`src/tcm_pkg.sv`:
```
package tcm_pkg;

  // ==========================================================
  // register map (byte addresses)
  localparam logic [7:0] TCM_OFF_CTRL = 8'h00;
  localparam logic [7:0] TCM_OFF_EVGEN = 8'h14;
  localparam logic [7:0] TCM_OFF_CHMODE = 8'h18;
  localparam logic [7:0] TCM_OFF_CHEN = 8'h20;
  localparam logic [7:0] TCM_OFF_CNT = 8'h24;
  localparam logic [7:0] TCM_OFF_PSC = 8'h28;
  localparam logic [7:0] TCM_OFF_ARR = 8'h2C;
  localparam logic [7:0] TCM_OFF_CMP1 = 8'h34;
  localparam logic [7:0] TCM_OFF_CMP2 = 8'h38;
  localparam logic [7:0] TCM_OFF_STAT = 8'h3C;

  // ==========================================================
  // field positions
  localparam int unsigned TCM_CTRL_CNT_EN = 0;
  localparam int unsigned TCM_CTRL_DOWN = 1;
  localparam int unsigned TCM_CTRL_SPM = 2;
  localparam int unsigned TCM_CTRL_PROT_LSB = 4;
  localparam int unsigned TCM_EVGEN_UEG = 0;
  localparam int unsigned TCM_CHEN_CH1 = 0;
  localparam int unsigned TCM_CHEN_CH2 = 4;
  localparam int unsigned TCM_CM_DIR_LSB = 0;
  localparam int unsigned TCM_CM_FEN = 2;
  localparam int unsigned TCM_CM_PEN = 3;
  localparam int unsigned TCM_CM_MODE_LSB = 4;
  localparam int unsigned TCM_CM_CEN = 7;
  localparam int unsigned TCM_CH_STRIDE = 8;

  // ==========================================================
  // reset values and codes
  localparam logic [15:0] TCM_RST_CHMODE = 16'h0000;
  localparam logic [15:0] TCM_RST_ARR = 16'hFFFF;
  localparam logic [15:0] TCM_RST_PSC = 16'h0000;
  localparam logic [1:0] TCM_PROT_LOCK = 2'h3;
  localparam logic [1:0] TCM_RESP_OKAY = 2'h0;
  localparam logic [1:0] TCM_RESP_SLVERR = 2'h2;

  typedef enum logic [1:0] {
    TCM_DIR_OUT = 2'b00,
    TCM_DIR_IN_OWN = 2'b01,
    TCM_DIR_IN_OTHER = 2'b10,
    TCM_DIR_IN_TRG = 2'b11
  } tcm_dir_e;

  typedef enum logic [2:0] {
    TCM_MODE_FREEZE = 3'b000,
    TCM_MODE_MATCH_HIGH = 3'b001,
    TCM_MODE_MATCH_LOW = 3'b010,
    TCM_MODE_MATCH_TOGGLE = 3'b011,
    TCM_MODE_FORCE_LOW = 3'b100,
    TCM_MODE_FORCE_HIGH = 3'b101,
    TCM_MODE_PWM1 = 3'b110,
    TCM_MODE_PWM2 = 3'b111
  } tcm_mode_e;

endpackage

```
`src/tcm_timer_compare.sv`:
```
// Chosen here: register access over AXI4-Lite.
`timescale 1ns/10ps
// How it works
// - every bit except direction and preload enable means something different for input and output channels
// - channel 1 direction: 00 output, 01 input one, 10 input two, 11 trigger
// - channel 2 direction: 00 output, 01 input two, 10 input one, 11 trigger
// - direction field writes take effect only while the channel enable bit is clear
// - fast enable shortens trigger-to-reference-output delay
// - preload off: compare write acts at once; on: at next update event
// - protection level 3 on an output channel locks preload bit and mode field
// - mode 000 freezes the reference output at its level
// - mode 001 drives reference high on counter match
// - mode 010 drives reference low on counter match
// - mode 011 toggles reference on each counter match
// - mode 100 forces reference low, mode 101 forces it high
// - mode 110 drives high while counter below compare value, else low
// - mode 111 drives high while counter above compare value, else low
// - PWM level updates only on compare change or freeze-to-PWM mode change
// - clear enable forces reference low while filtered external trigger is high
// - channel 2 fields sit at bits 9:8, 10, 11, 14:12 and 15
// - update event clears prescaler count, keeps factor, reloads counter
module tcm_timer_compare
  import tcm_pkg::*;
#(
  parameter int unsigned CW = 16
) (
  input wire logic aclk,
  input wire logic aresetn,
  input wire logic [7:0] s_axi_awaddr,
  input wire logic s_axi_awvalid,
  output logic s_axi_awready,
  input wire logic [31:0] s_axi_wdata,
  input wire logic [3:0] s_axi_wstrb,
  input wire logic s_axi_wvalid,
  output logic s_axi_wready,
  output logic [1:0] s_axi_bresp,
  output logic s_axi_bvalid,
  input wire logic s_axi_bready,
  input wire logic [7:0] s_axi_araddr,
  input wire logic s_axi_arvalid,
  output logic s_axi_arready,
  output logic [31:0] s_axi_rdata,
  output logic [1:0] s_axi_rresp,
  output logic s_axi_rvalid,
  input wire logic s_axi_rready,
  input wire logic timer_input_one,
  input wire logic timer_input_two,
  input wire logic internal_trigger_source,
  input wire logic filtered_external_trigger,
  output logic ch1_reference_output,
  output logic ch2_reference_output,
  output logic ch1_capture_input,
  output logic ch2_capture_input,
  output logic update_event
);

  // ==========================================================
  // state
  typedef struct packed {
    logic awv;
    logic [7:0] awa;
    logic wv;
    logic [31:0] wd;
    logic [3:0] ws;
    logic bvalid;
    logic [1:0] bresp;
    logic rvalid;
    logic [31:0] rdata;
    logic [1:0] rresp;
    logic cnt_en, down, spm;
    logic [1:0] prot;
    logic [15:0] chmode;
    logic [1:0] chen;
    logic [CW-1:0] cnt, psc, psc_cnt, arr;
    logic [1:0][CW-1:0] cmp_pre, cmp_act;
    logic [1:0] lvl, ref_o, eq_prev, pwm_prev;
    logic [1:0][2:0] mode_prev;
    logic [1:0] cap;
    logic uev;
    logic [3:0] s1, s2, s3;
  } tcm_state_s;

  tcm_state_s s;
  tcm_state_s next_s;
  logic wr_go, ueg_wr, trg_edge, ovf, ug;
  logic [31:0] wm;
  logic [CW-1:0] start_val, cnt_cmp;
  logic [1:0] eq, lt, gt, pwm_res, clr, fen, pen;
  logic [1:0][1:0] dir_cur;
  logic [1:0][2:0] mode_cur;
  logic [7:0] cm_old, cm_new;

  function automatic logic [31:0] tcm_merge(input logic [31:0] old, input logic [31:0] nw,
                                            input logic [3:0] strb);
    logic [31:0] r;
    r = old;
    for (int b = 0; b < 4; b++) begin
      if (strb[b]) r[b*8 +: 8] = nw[b*8 +: 8];
    end
    return r;
  endfunction

  // channel 2 sees its own and the other timer input swapped against channel 1
  function automatic logic tcm_pick(input logic ch2, input logic [1:0] dir,
                                    input logic [3:0] v);
    logic r;
    case (dir)
      TCM_DIR_IN_OWN: r = ch2 ? v[1] : v[0];
      TCM_DIR_IN_OTHER: r = ch2 ? v[0] : v[1];
      TCM_DIR_IN_TRG: r = v[2];
      default: r = 1'b0;
    endcase
    return r;
  endfunction

  function automatic logic [31:0] tcm_read(input tcm_state_s st, input logic [7:0] a);
    logic [31:0] r;
    r = 32'h0000_0000;
    case (a)
      TCM_OFF_CTRL: begin
        r[TCM_CTRL_CNT_EN] = st.cnt_en;
        r[TCM_CTRL_DOWN] = st.down;
        r[TCM_CTRL_SPM] = st.spm;
        r[TCM_CTRL_PROT_LSB +: 2] = st.prot;
      end
      TCM_OFF_CHMODE: r[15:0] = st.chmode;
      TCM_OFF_CHEN: begin
        r[TCM_CHEN_CH1] = st.chen[0];
        r[TCM_CHEN_CH2] = st.chen[1];
      end
      TCM_OFF_CNT: r[CW-1:0] = st.cnt;
      TCM_OFF_PSC: r[CW-1:0] = st.psc;
      TCM_OFF_ARR: r[CW-1:0] = st.arr;
      TCM_OFF_CMP1: r[CW-1:0] = st.cmp_pre[0];
      TCM_OFF_CMP2: r[CW-1:0] = st.cmp_pre[1];
      TCM_OFF_STAT: r[3:0] = {st.cap, st.ref_o};
      default: r = 32'h0000_0000;
    endcase
    return r;
  endfunction

  function automatic logic tcm_mapped(input logic [7:0] a);
    return (a == TCM_OFF_CTRL) || (a == TCM_OFF_EVGEN) || (a == TCM_OFF_CHMODE) ||
           (a == TCM_OFF_CHEN) || (a == TCM_OFF_CNT) || (a == TCM_OFF_PSC) ||
           (a == TCM_OFF_ARR) || (a == TCM_OFF_CMP1) || (a == TCM_OFF_CMP2) ||
           (a == TCM_OFF_STAT);
  endfunction

  // ==========================================================
  // bus handshakes
  assign s_axi_awready = !s.awv && !s.bvalid;
  assign s_axi_wready = !s.wv && !s.bvalid;
  assign s_axi_arready = !s.rvalid;
  assign s_axi_bvalid = s.bvalid;
  assign s_axi_bresp = s.bresp;
  assign s_axi_rvalid = s.rvalid;
  assign s_axi_rdata = s.rdata;
  assign s_axi_rresp = s.rresp;
  assign ch1_reference_output = s.ref_o[0];
  assign ch2_reference_output = s.ref_o[1];
  assign ch1_capture_input = s.cap[0];
  assign ch2_capture_input = s.cap[1];
  assign update_event = s.uev;

  // ==========================================================
  // next state
  always_comb begin
    next_s = s;
    cm_old = 8'h00;
    cm_new = 8'h00;
    next_s.s1 = {filtered_external_trigger, internal_trigger_source,
                 timer_input_two, timer_input_one};
    next_s.s2 = s.s1;
    next_s.s3 = s.s2;

    wr_go = s.awv && s.wv && !s.bvalid;
    ueg_wr = wr_go && (s.awa == TCM_OFF_EVGEN) && s.ws[0] && s.wd[TCM_EVGEN_UEG];
    trg_edge = s.s2[2] && !s.s3[2];
    start_val = s.down ? s.arr : '0;
    ovf = 1'b0;

    if (s_axi_awvalid && s_axi_awready) begin
      next_s.awv = 1'b1;
      next_s.awa = s_axi_awaddr;
    end
    if (s_axi_wvalid && s_axi_wready) begin
      next_s.wv = 1'b1;
      next_s.wd = s_axi_wdata;
      next_s.ws = s_axi_wstrb;
    end
    if (s.bvalid && s_axi_bready) next_s.bvalid = 1'b0;
    if (s.rvalid && s_axi_rready) next_s.rvalid = 1'b0;
    if (s_axi_arvalid && s_axi_arready) begin
      next_s.rvalid = 1'b1;
      next_s.rdata = tcm_read(s, s_axi_araddr);
      next_s.rresp = tcm_mapped(s_axi_araddr) ? TCM_RESP_OKAY : TCM_RESP_SLVERR;
    end

    // counter and prescaler
    if (s.cnt_en) begin
      if (s.psc_cnt == s.psc) begin
        next_s.psc_cnt = '0;
        if (!s.down) begin
          ovf = (s.cnt == s.arr);
          next_s.cnt = ovf ? '0 : s.cnt + 1'b1;
        end else begin
          ovf = (s.cnt == '0);
          next_s.cnt = ovf ? s.arr : s.cnt - 1'b1;
        end
      end else begin
        next_s.psc_cnt = s.psc_cnt + 1'b1;
      end
    end
    // the trigger input restarts the counter, which is what fast enable races
    ug = ovf || ueg_wr || trg_edge;
    if (ug) begin
      next_s.psc_cnt = '0;
      next_s.cmp_act = s.cmp_pre;
    end
    if (ueg_wr || trg_edge) next_s.cnt = start_val;
    if (ovf && s.spm) next_s.cnt_en = 1'b0;
    next_s.uev = ug;

    // channels: field meaning depends on the direction
    for (int c = 0; c < 2; c++) begin
      dir_cur[c] = s.chmode[c*TCM_CH_STRIDE + TCM_CM_DIR_LSB +: 2];
      mode_cur[c] = s.chmode[c*TCM_CH_STRIDE + TCM_CM_MODE_LSB +: 3];
      fen[c] = s.chmode[c*TCM_CH_STRIDE + TCM_CM_FEN];
      pen[c] = s.chmode[c*TCM_CH_STRIDE + TCM_CM_PEN];
      clr[c] = s.chmode[c*TCM_CH_STRIDE + TCM_CM_CEN] && s.s2[3];
      // fast path compares against the value the counter is about to load
      cnt_cmp = (trg_edge && fen[c]) ? start_val : s.cnt;
      eq[c] = (cnt_cmp == s.cmp_act[c]);
      lt[c] = (cnt_cmp < s.cmp_act[c]);
      gt[c] = (cnt_cmp > s.cmp_act[c]);
      pwm_res[c] = (mode_cur[c] == TCM_MODE_PWM1) ? lt[c] : gt[c];
      next_s.cap[c] = tcm_pick(c[0], dir_cur[c], s.s2);
      if (dir_cur[c] != TCM_DIR_OUT) begin
        next_s.lvl[c] = 1'b0;
        if (next_s.cap[c] && !tcm_pick(c[0], dir_cur[c], s.s3)) begin
          next_s.cmp_act[c] = s.cnt;
          next_s.cmp_pre[c] = s.cnt;
        end
      end else begin
        case (mode_cur[c])
          TCM_MODE_FREEZE: next_s.lvl[c] = s.lvl[c];
          TCM_MODE_MATCH_HIGH: if (eq[c] && !s.eq_prev[c]) next_s.lvl[c] = 1'b1;
          TCM_MODE_MATCH_LOW: if (eq[c] && !s.eq_prev[c]) next_s.lvl[c] = 1'b0;
          TCM_MODE_MATCH_TOGGLE: begin
            // a match held over prescaled cycles toggles once
            if (eq[c] && !s.eq_prev[c]) next_s.lvl[c] = !s.lvl[c];
          end
          TCM_MODE_FORCE_LOW: next_s.lvl[c] = 1'b0;
          TCM_MODE_FORCE_HIGH: next_s.lvl[c] = 1'b1;
          TCM_MODE_PWM1, TCM_MODE_PWM2: begin
            if ((pwm_res[c] != s.pwm_prev[c]) || (s.mode_prev[c] == TCM_MODE_FREEZE)) begin
              next_s.lvl[c] = pwm_res[c];
            end
          end
          default: next_s.lvl[c] = s.lvl[c];
        endcase
      end
      next_s.eq_prev[c] = eq[c];
      next_s.pwm_prev[c] = pwm_res[c];
      next_s.mode_prev[c] = mode_cur[c];
      // the level keeps running, only the pin view is cleared
      next_s.ref_o[c] = next_s.lvl[c] && !clr[c] && (dir_cur[c] == TCM_DIR_OUT);
    end

    // register writes
    wm = 32'h0000_0000;
    if (wr_go) begin
      next_s.awv = 1'b0;
      next_s.wv = 1'b0;
      next_s.bvalid = 1'b1;
      next_s.bresp = tcm_mapped(s.awa) ? TCM_RESP_OKAY : TCM_RESP_SLVERR;
      wm = tcm_merge(tcm_read(s, s.awa), s.wd, s.ws);
      case (s.awa)
        TCM_OFF_CTRL: begin
          next_s.cnt_en = wm[TCM_CTRL_CNT_EN];
          next_s.down = wm[TCM_CTRL_DOWN];
          next_s.spm = wm[TCM_CTRL_SPM];
          next_s.prot = wm[TCM_CTRL_PROT_LSB +: 2];
        end
        TCM_OFF_CHMODE: begin
          for (int c = 0; c < 2; c++) begin
            cm_old = s.chmode[c*TCM_CH_STRIDE +: 8];
            cm_new = cm_old;
            cm_new[TCM_CM_FEN] = wm[c*TCM_CH_STRIDE + TCM_CM_FEN];
            cm_new[TCM_CM_CEN] = wm[c*TCM_CH_STRIDE + TCM_CM_CEN];
            if (!s.chen[c]) begin
              cm_new[TCM_CM_DIR_LSB +: 2] = wm[c*TCM_CH_STRIDE + TCM_CM_DIR_LSB +: 2];
            end
            if (!((s.prot == TCM_PROT_LOCK) && (cm_old[1:0] == TCM_DIR_OUT))) begin
              cm_new[TCM_CM_PEN] = wm[c*TCM_CH_STRIDE + TCM_CM_PEN];
              cm_new[TCM_CM_MODE_LSB +: 3] = wm[c*TCM_CH_STRIDE + TCM_CM_MODE_LSB +: 3];
            end
            next_s.chmode[c*TCM_CH_STRIDE +: 8] = cm_new;
          end
        end
        TCM_OFF_CHEN: begin
          next_s.chen[0] = wm[TCM_CHEN_CH1];
          next_s.chen[1] = wm[TCM_CHEN_CH2];
        end
        TCM_OFF_PSC: next_s.psc = wm[CW-1:0];
        TCM_OFF_ARR: next_s.arr = wm[CW-1:0];
        TCM_OFF_CMP1, TCM_OFF_CMP2: begin
          for (int c = 0; c < 2; c++) begin
            if (s.awa == (c == 0 ? TCM_OFF_CMP1 : TCM_OFF_CMP2)) begin
              next_s.cmp_pre[c] = wm[CW-1:0];
              if (!pen[c]) next_s.cmp_act[c] = wm[CW-1:0];
            end
          end
        end
        default: next_s.chen = next_s.chen;
      endcase
    end
  end

  always_ff @(posedge aclk) begin
    if (!aresetn) begin
      s <= '0;
      s.chmode <= TCM_RST_CHMODE;
      s.arr <= TCM_RST_ARR[CW-1:0];
      s.psc <= TCM_RST_PSC[CW-1:0];
    end else begin
      s <= next_s;
    end
  end

  logic chmode_wr;
  assign chmode_wr = wr_go && (s.awa == TCM_OFF_CHMODE);
endmodule
```
`config.mk`:
```
export PLATFORM = sky130hd
export DESIGN_NAME = tcm_timer_compare
export DESIGN_NICKNAME = d
export VERILOG_FILES = /design/src/tcm_pkg.sv /design/src/tcm_timer_compare.sv
export SDC_FILE = /design/constraint.sdc
export NUM_CORES = 1
export LEC_CHECK = 0
export BUFFER_PORTS_ARGS = -buffer_cell sky130_fd_sc_hd__buf_2
export CORE_ASPECT_RATIO = 1.5
export CORE_MARGIN = 4
export CORE_UTILIZATION = 40
export DETAILED_ROUTE_END_ITERATION = 8
export SETUP_SLACK_MARGIN = 0.5
export SYNTH_ARGS = -nofsm -noshare
export SYNTH_HDL_FRONTEND = slang
export SYNTH_SLANG_ARGS = --single-unit
```
`constraint.sdc`:
```
create_clock -name aclk -period 6.1 [get_ports aclk]
set_input_delay 0.61 -clock aclk [delete_from_list [all_inputs] [get_ports aclk]]
set_output_delay 0.61 -clock aclk [all_outputs]
set_load 0.02 [all_outputs]
```
# == Word-level counts from Yosys, hierarchy flattened ==
# Cells that the tools add are included.
# op_classes
addsub,3
bitwise_logic,5
reduce_logical,94
n_mux,79
magnitude_cmp,4
eq_ne,45
# ops
cell,count
two-way mux 16 bit,25
two-way mux 64 bit,2
one-hot mux 10 bit (6 select lines),2
equality test 8 x 6 -> 1 bit (second input constant),14
equality test 16 bit,4
one-hot mux 1 bit (7 select lines),6
two-way mux 35 bit,1
adder 16 x 1 -> 16 bit (second input constant),2
equality test 8 x 5 -> 1 bit (second input constant),4
greater-than comparator 16 bit,2
less-than comparator 16 bit,2
two-way mux 32 bit,1
one-hot mux 2 bit (8 select lines),2
logical AND 1 bit,28
equality test 3 bit (second input constant),8
logical OR 1 bit,23
two-way mux 23 bit,1
two-way mux 1 bit,20
zero test 16 bit,1
zero test 8 bit,2
two-way mux 8 bit,2
subtractor 16 x 1 -> 16 bit (second input constant),1
zero test 1 bit,13
equality test 3 x 2 -> 1 bit (second input constant),4
19 further kinds,60
# totals
register_bits,229
in_bits,63
out_inout_bits,46
word_cells,269

# == Longest topological paths before layout ==
# Gate-level depths: netlist of the first run.
# depth
depth_word,14
ltp_mapped,16

# == Worst setup path before layout of the first run ==
# OpenSTA, ideal clock, no wires.
# synth_timing
kind,reg-to-reg
start,register s[178] (netlist name)
end,register s (netlist bit ch1_reference_output)
slack_ns,2.590
setup_time_ns,0.125
synth_period_minus_slack_ns,3.510
path_buffers,3
stages_incl_launch_ff,17
arrival_time_ns,3.386
required_time_ns,5.975
path_cell_list,dfxtp_1 -> clkbuf_1 -> buf_1 -> clkbuf_1 -> nand2_1 -> o21ai_0 -> ha_1 -> nand4_1 -> or3_1 -> nor3_1 -> nand2b_1 -> ha_1 -> o21a_1 -> o21ai_0 -> a21oi_1 -> o31a_1 -> a21boi_0
# synth_between
elab_chain_len,11
elab_cells_between_ends,17
classes_between,2 x order compare; 2 x eq/ne; 9 x mux; 4 x reduce/logical
# synth_rtl
element,line,rtl
start: declaration,tcm_timer_compare.sv:83,tcm_state_s s;
start signal: assignment,tcm_timer_compare.sv:327,s <= next_s;
two-way mux 16 bit *,tcm_timer_compare.sv:179,start_val = s.down ? s.arr : '0;
two-way mux 16 bit *,tcm_timer_compare.sv:232,cnt_cmp = (trg_edge && fen[c]) ? start_val : s.cnt;
greater-than comparator 16 bit / less-than comparator 16 bit (equally long branches),"tcm_timer_compare.sv:235, tcm_timer_compare.sv:234",
two-way mux 1 bit,tcm_timer_compare.sv:236,pwm_res[c] = (mode_cur[c] == TCM_MODE_PWM1) ? lt[c] : gt[c];
!= test 1 bit,tcm_timer_compare.sv:256,if ((pwm_res[c] != s.pwm_prev[c]) || (s.mode_prev[c] == TCM_MODE_FREEZE)) begin
logical OR 1 bit,tcm_timer_compare.sv:256,
two-way mux 1 bit,tcm_timer_compare.sv:256,
one-hot mux 1 bit (7 select lines) *,tcm_timer_compare.sv:245,case (mode_cur[c])
two-way mux 1 bit *,tcm_timer_compare.sv:238,if (dir_cur[c] != TCM_DIR_OUT) begin
logical AND 1 bit * (2 in series),tcm_timer_compare.sv:267,next_s.ref_o[c] = next_s.lvl[c] && !clr[c] && (dir_cur[c] == TCM_DIR_OUT);
# Every way passes the cells marked *; elsewhere a longest branch is shown, timed or not.
# A chain may end at the register's enable or synchronous reset.

# == Worst setup path after layout of the first run ==
# layout_timing
start,register s (netlist bit next_s[2])
end,register s (netlist bit ch1_reference_output)
# layout_between
elab_chain_len,12
elab_cells_between_ends,18
classes_between,2 x order compare; 2 x eq/ne; 8 x mux; 6 x reduce/logical
# layout_rtl
element,line,rtl
logical AND 1 bit *,tcm_timer_compare.sv:178,trg_edge = s.s2[2] && !s.s3[2];
logical AND 1 bit *,tcm_timer_compare.sv:232,
two-way mux 16 bit *,tcm_timer_compare.sv:232,
greater-than comparator 16 bit / less-than comparator 16 bit (equally long branches),"tcm_timer_compare.sv:235, tcm_timer_compare.sv:234",
two-way mux 1 bit,tcm_timer_compare.sv:236,
!= test 1 bit,tcm_timer_compare.sv:256,
logical OR 1 bit,tcm_timer_compare.sv:256,
two-way mux 1 bit,tcm_timer_compare.sv:256,
one-hot mux 1 bit (7 select lines) *,tcm_timer_compare.sv:245,
two-way mux 1 bit *,tcm_timer_compare.sv:238,
logical AND 1 bit * (2 in series),tcm_timer_compare.sv:267,
# Marks and branches as above.

==> metrics, run 1 <==
final setup vio count 0; total track usage 25.7%; R2R cell count 16; Min-Delay Endpoint s_axi_rvalid; library cells used by synthesis between 80 and 90; clock root cell clkbuf_16; Leak 5.18 nW; Top-Level Pins 109; CP Data Required Time 6.52 ns; die height 231 microns; Hold Vio Cnt, Final 0; ys async rst share 0%; post-CTS setup buffers 0; Placer Congestion 1.00; max layer used met4; CTS sink cnt approximately 230; drt pass-1 iters 5; EDFF count, synth 0; Worst R2R Start next_s[2]; Gate Count Post-Synth 1672; vias in the first global route 11.9k; fin crit period 4.33 ns; Vias/cell 6.08; setup repair after global routing missed its margin no; first-pass GRT wire length 72.2 mm; Final nets 1750; DR WL met2 22.2 mm; worst skew pair latency 0.54 ns; row count about 80; Fin Setup TNS 0 ns; IO buf count between 70 and 80; Max Clock Freq between 200 and 250 MHz; data arrival time of the critical path 4.75 ns; Overall Power about 3.5 mW; P&R area growth vs syn 8.50%; predominant post-synthesis flop cell dfxtp_1; Seq/Total Area, Yosys 34.2%; CTS H-tree lvls 1; Least-Margin Pin Slew 1.25 ns; Crit Reg-Reg Endpoint ch1_reference_output; vias 12.7k; Hold Crit Class in2reg; DIE AREA ~36000 sq um; Max Slew Vio Count 0; Clock Skew between 0.01 and 0.015 ns; met3 WL about 3.1 mm; synthesized area 13300 sq um; synthesis-stage register bit count ~230; Die W 157 microns; Crit. End Element register; Setup crit start kind register; wire per inst about 23 microns; CP max FO 32; wl on met1 between 15 and 20 mm; Core ar. between 30000 and 40000 sq um; initial antenna violation count 0; hold path start s_axi_rready; Layout Cells excl Fill 2081; HPWL Detailed 34.2 mm; clock transition at the registers of the reported paths 0.06 ns; Initial DRC Count 1203; pin count of the biggest net entering global routing 72; # diodes 0; Clock Path Buffers 3; DRC violations left 0; P per Cell Area roughly 240 nW/um^2; hold buffers post-CTS 0; post-route ant nets 0; CTS buffer count 24; share of layout cells above drive strength 1 between 10% and 20%; CTS tree built; status complete, no violations; CP Class reg2reg; Initial Util 40.5%; Final Cycle Share between 70% and 80%; Cells after DPL 2037; dpl cell area 13600 sq um; Final Instance Area 14400 sq um; Max IR drop VDD approximately 0.21 mV; Reg2Reg Setup Slack 1.77 ns; syn_area_per_cell slightly below 8 sq um; hold path depth 2; global route overflow 0; Max Cap Viol 0; PostCTS Resize Cnt 0; DRT Wirelength 47.8 mm; max_slew headroom between 15 and 20%; YS warnings 0
-- area by class of cell --
cell class                 instances  area [sq um]
clock buffer                      33           696
clock inverter                    11           115
fill                            3255         18300
inverter                          49           186
multi-input combinational       1253          7820
sequential                       227          4540
tap                              415           519
timing repair buffer              93           518
-- cell usage after synthesis (6+ instances only) --
| master | instances | area share [%] |
|---|---|---|
| xnor2_1 | 31 | 2.0 |
| nand3_1 | 42 | 1.6 |
| buf_1 | 21 | 0.59 |
| a21oi_1 | 103 | 3.9 |
| clkbuf_1 | 65 | 1.8 |
| a211oi_1 | 45 | 2.5 |
| nand2_1 | 258 | 7.3 |
| nor3_1 | 20 | 0.75 |
| nor2_1 | 139 | 3.9 |
| a221o_1 | 35 | 2.6 |
| mux2_2 | 33 | 2.8 |
| nand4_1 | 16 | 0.75 |
| buf_2 | 33 | 1.2 |
| nor2b_1 | 7 | 0.33 |
| or3_1 | 8 | 0.38 |
| xor2_1 | 28 | 1.8 |
| nand2b_1 | 6 | 0.28 |
| o21a_1 | 13 | 0.74 |
| a22oi_1 | 21 | 1.2 |
| ha_1 | 39 | 3.7 |
| dfxtp_1 | 227 | 34 |
| o21ai_0 | 105 | 4.0 |
| buf_4 | 39 | 2.2 |
| o31ai_1 | 11 | 0.62 |
| o211ai_1 | 28 | 1.6 |
| o21ai_1 | 8 | 0.30 |
| nor4_1 | 12 | 0.57 |
| inv_1 | 47 | 1.3 |
| a221oi_1 | 41 | 2.7 |
| and3_1 | 14 | 0.66 |
| a31oi_1 | 17 | 0.80 |
| a22o_1 | 24 | 1.6 |
| mux2i_1 | 10 | 0.75 |
| o22ai_1 | 8 | 0.38 |
| and2_1 | 24 | 1.1 |
-- power breakdown --
group / switching [mW] / leakage [nW] / internal, mW
clock: 0.639 / 0.407 / 0.886
combinational: 0.277 / 2.93 / 0.138
sequential: 0.0660 / 1.84 / 1.52
-- cell families (layout without fill, tap and decap cells) --
| family | after synthesis | in the layout | synth area share, % |
|---|---|---|---|
| compound gates | 505 | 505 | 26.3 |
| xor+xnor | 59 | 59 | 3.89 |
| fa+ha+maj | 39 | 39 | 3.68 |
| buf+inv | 209 | 186 | 7.44 |
| flops | 227 | 227 | 34.2 |
| mux | 43 | 43 | 3.55 |
| other cells | 1 | 18 | 0.0283 |
| simple gates | 589 | 589 | 20.8 |
-- through the flow --
stage                     util [%]  hold slack (ns)  setup WS (ns)
after floorplan                  -            0.412           2.59
after global placement        41.5            0.414           1.86
after detailed placement      41.5            0.422           1.81
after CTS                     44.0            0.242           1.81
after global routing          44.0            0.259           1.43
final                         44.0            0.257           1.77
-- state kept, by name, summed over array words and instances (netlist names), 2 cells and up --
signal	cells
fen	2
next_s	8
s_axi_rdata	16
s	180
dir_cur	4
pen	2
mode_cur	6
-- worst max-delay path by stage --
stage	start	to	slack (ns)	cells past startpoint
after floorplan	s[178]	ch1_reference_output	2.59	16
after global placement	next_s[2]	ch1_reference_output	1.86	15
after detailed placement	next_s[2]	ch1_reference_output	1.81	16
after CTS	next_s[2]	ch1_reference_output	1.81	16
after global routing	next_s[2]	ch1_reference_output	1.43	15
final	next_s[2]	ch1_reference_output	1.77	16
-- routing by layer --
metal  up-vias  GRT usage [%]
met5         -              0
met4         0           18.8
met3       169           2.65
met2       586           41.4
met1      5921           31.5
li1       5976              -
-- critical path, cell delays in order (launching register included) --
cell	delay [ns]
dfxtp_1	0.35
nor2b_1	0.15
buf_4	0.18
nand2_1	0.56
nand2_1	0.22
o21ai_0	0.12
ha_1	0.37
nand4_1	0.24
or3_1	0.49
nor3_1	0.26
nand2b_1	0.14
ha_1	0.20
o21a_1	0.16
o21ai_0	0.13
a21oi_1	0.06
o31a_1	0.41
a21boi_0	0.16
-- layout by cell type (no fill, tap or decap), drive strengths merged, types with 24 or more instances in the layout --
cell type	Yosys	layout
nand2	260	260
dfxtp	227	227
nor2	147	147
o21ai	113	113
a21oi	105	105
buf	95	93
inv	48	49
a211oi	46	46
nand3	43	43
a221oi	42	42
ha	39	39
a221o	35	35
mux2	33	33
clkbuf	65	33
xnor2	31	31
xor2	28	28
o211ai	28	28
a22o	24	24
and2	24	24
No activity file was read; power rests on OpenSTA's default activity.
==> inputs of run 2 (changes only) <==
ABC_AREA = 1   (was unset)
clock period = 4.3 ns   (was 6.1 ns; I/O delays follow)
==> run 2 against run 1 <==
Non-clock buffer count up 23. Global-route usage is 6.6 points higher. Die area grew 8.3%. Synthesized cell count up 34%. Worst hold slack got worse by 0.19 ns. Register-to-register slack got worse by 0.90 ns. Critical path depth rose by 6. Fmax up 26%. First-iteration DRC count up 25%. Final area is 10% higher. Flip-flop and latch count did not move. Routed wire length rose by 36%.
==> metrics, run 2 <==
ys async rst share 0% (unchanged); Hold Crit Class in2reg; Largest register FFs 180 (unchanged); synthesis-stage register bit count 227 (unchanged); drt pass-1 iters 7 (+2); CP Class reg2reg; R2R cell count 22 (+6); Core ar. 35300 sq um (+7.9%); dpl cell area 15000 sq um (+10%); top cells by count, synth nand2_1 (543), inv_1 (298), dfxtp_1 (227); fillers 3804 (+17%); max_slew headroom 8.20% (-8.1 points); Layout Cells excl Fill 2752 (+32%); global route overflow 0 (unchanged); syn_area_per_cell 6.44 sq um (-19%); hold buffers post-CTS 0 (unchanged); CP Data Required Time 4.74 ns (-1.78 ns); Max Clock Freq 292 MHz (+26%); YS warnings 0 (unchanged); vias in the first global route 14.5k (+22%); crit path launch s[2]; clock root cell clkbuf_16; P&R area growth vs syn 9.83%; register area 4540 sq um (unchanged); Clock Path Buffers 3 (unchanged); CTS tree built; Synth top area share 31.5% (-2.7 points); Placer Congestion 1.07 (+6.6%); DRC violations left 0 (unchanged); Max Cap Viol 0 (unchanged); Final nets 2364 (+35%); clock transition at the registers of the reported paths 0.06 ns (about the same); status complete, no violations; share of layout cells above drive strength 1 10.6% (-1.7 points); predominant post-synthesis flop cell dfxtp_1; Clock Skew 0.0147 ns (+0.00312 ns); Leak 7.27 nW (+40%); Max IR drop VDD 0.342 mV (+60%); Most flops, register s; HPWL Detailed 48.1 mm (+41%); Die W 163 microns (+4.0%); setup repair after global routing missed its margin no; Overall Power 5.22 mW (+48%); CTS buffer count 25 (+4.2%); data arrival time of the critical path 3.87 ns (-0.88 ns); hold path start timer_input_two; wire per inst 23.6 microns (+2.6%); Vias/cell 5.66 (-6.9%); Top-Level Pins 109 (unchanged); Fin Setup TNS 0 ns (unchanged); Initial Util 40.9% (+0.32 points); P per Cell Area 329 nW/um^2 (+35%); Max Slew Vio Count 0 (unchanged); vias 15.6k (+23%); total track usage 32.3% (+6.6 points); leading cell types in the layout, fill and taps excluded nand2_1 (542), inv_1 (298), dfxtp_1 (227), o21ai_0 (192), nor2_1 (188); CTS H-tree lvls 1 (unchanged); IO buf count 72 (unchanged); Worst R2R Start s[2]; synthesized area 14400 sq um (+8.7%); post-route ant nets 0 (unchanged); Setup crit start kind register; initial antenna violation count 0 (unchanged); first-pass GRT wire length 94.1 mm (+30%); Initial DRC Count 1506 (+25%); die height 241 microns (+4.1%); Final Instance Area 15800 sq um (+10%); Seq/Total Area, Yosys 31.5% (-2.7 points); count leader, synth nand2_1; Final Cycle Share 79.7% (+8.8 points); Least-Margin Pin Slew 1.37 ns (+0.115 ns); # diodes 0 (unchanged); EDFF count, synth 0 (unchanged); Crit. End Element register; hold path depth 3 (+1); Synth area leaders dfxtp_1 (31%), nand2_1 (14%), inv_1 (7.8%), o21ai_0 (6.7%), a21oi_1 (5.3%); Gate Count Post-Synth 2241 (+34%); DIE AREA 39200 sq um (+8.3%); worst skew pair latency 0.55 ns (about the same); row count 84 (+3.7%); CTS sink cnt 227 (unchanged); CP max FO 32 (unchanged); leading cell type in the layout, fill and taps excluded nand2_1; library cells used by synthesis 54 (-36%); pin count of the biggest net entering global routing 134 (+86%); cell taking the most area after synthesis dfxtp_1; DRT Wirelength 64.9 mm (+36%); area occupied by multi-input gates 7970 sq um (+1.9%); final setup vio count 0 (unchanged); fin crit period 3.43 ns (-0.898 ns); Cells after DPL 2708 (+33%); Hold Vio Cnt, Final 0 (unchanged)
## run 2: cells by family (layout without fill, tap and decap cells)
family	after synthesis	count (layout)	share of synthesized area [%]
AO/OA/AOI/OAI	514	514	20.5
XOR/XNOR	32	32	1.94
adder cells (fa/ha/maj)	39	39	3.38
buffers and inverters	455	476	13.8
flip-flops	227	227	31.5
other	1	18	0.0260
AND/OR/NAND/NOR	973	973	28.9
## run 2: report_power, final
part	internal, mW	leakage (nW)	switching (mW)	total [mW]
clock network	1.29	0.412	0.941	2.23
logic	0.220	5.01	0.537	0.757
registers	2.17	1.85	0.0582	2.23
## run 2: stage by stage
stage / hold slack [ns] / utilization [%] / setup WS (ns)
after floorplan: 0.390 / - / 1.23
after global placement: 0.393 / 42.5 / 0.841
after detailed placement: 0.398 / 42.5 / 0.783
after CTS: 0.0540 / 44.9 / 0.766
after global routing: 0.0894 / 44.9 / 0.627
final: 0.0636 / 44.9 / 0.873
## run 2: path summary, 6_finish.rpt
check	slack [ns]	to
hold / removal	0.06	next_s[5]
setup / recovery	0.87	s[27]
setup reg to reg	0.87	s[27]
hold reg to reg	0.41	next_s[1]
## run 2: what timing repair did
action                                  4_1_cts  5_1_grt
gates resized for setup                       0        1
setup buffers                                 0        0
endpoints found under the setup margin        0        2
## run 2: metal layers
metal  global-route usage [%]  vias up  share of wire (%)
li1                         -     7298                  -
met1                     37.6     7179                 37
met3                     4.77      263                7.7
met4                     29.6        0                 12
met5                        0        -                  0
met2                     50.8      836                 44
## run 2: layout make-up
cell class / count / area share (%)
multi-input combinational: 1576 / 50.3
clock inverter: 7 / 0.411
sequential: 227 / 28.7
tap: 473 / 3.73
inverter: 316 / 7.58
timing repair buffer: 116 / 4.45
clock buffer: 37 / 4.86
## run 2: worst max-delay path, cell delays in order (launching register included)
cell and delay, ns:
dfxtp_1 0.35, inv_1 0.05, nand2_1 0.13, inv_1 0.10, nand2_1 0.09, buf_4 0.29
o21ai_0 0.13, ha_1 0.31, nand2_1 0.07, inv_1 0.06, nand2_1 0.08, nor2_1 0.08
nor3b_1 0.20, buf_4 0.19, inv_1 0.05, or2_2 0.29, ha_1 0.28, a21oi_1 0.14
nor3_1 0.06, a211oi_1 0.18, nand2_1 0.08, nand2_1 0.08, inv_1 0.04
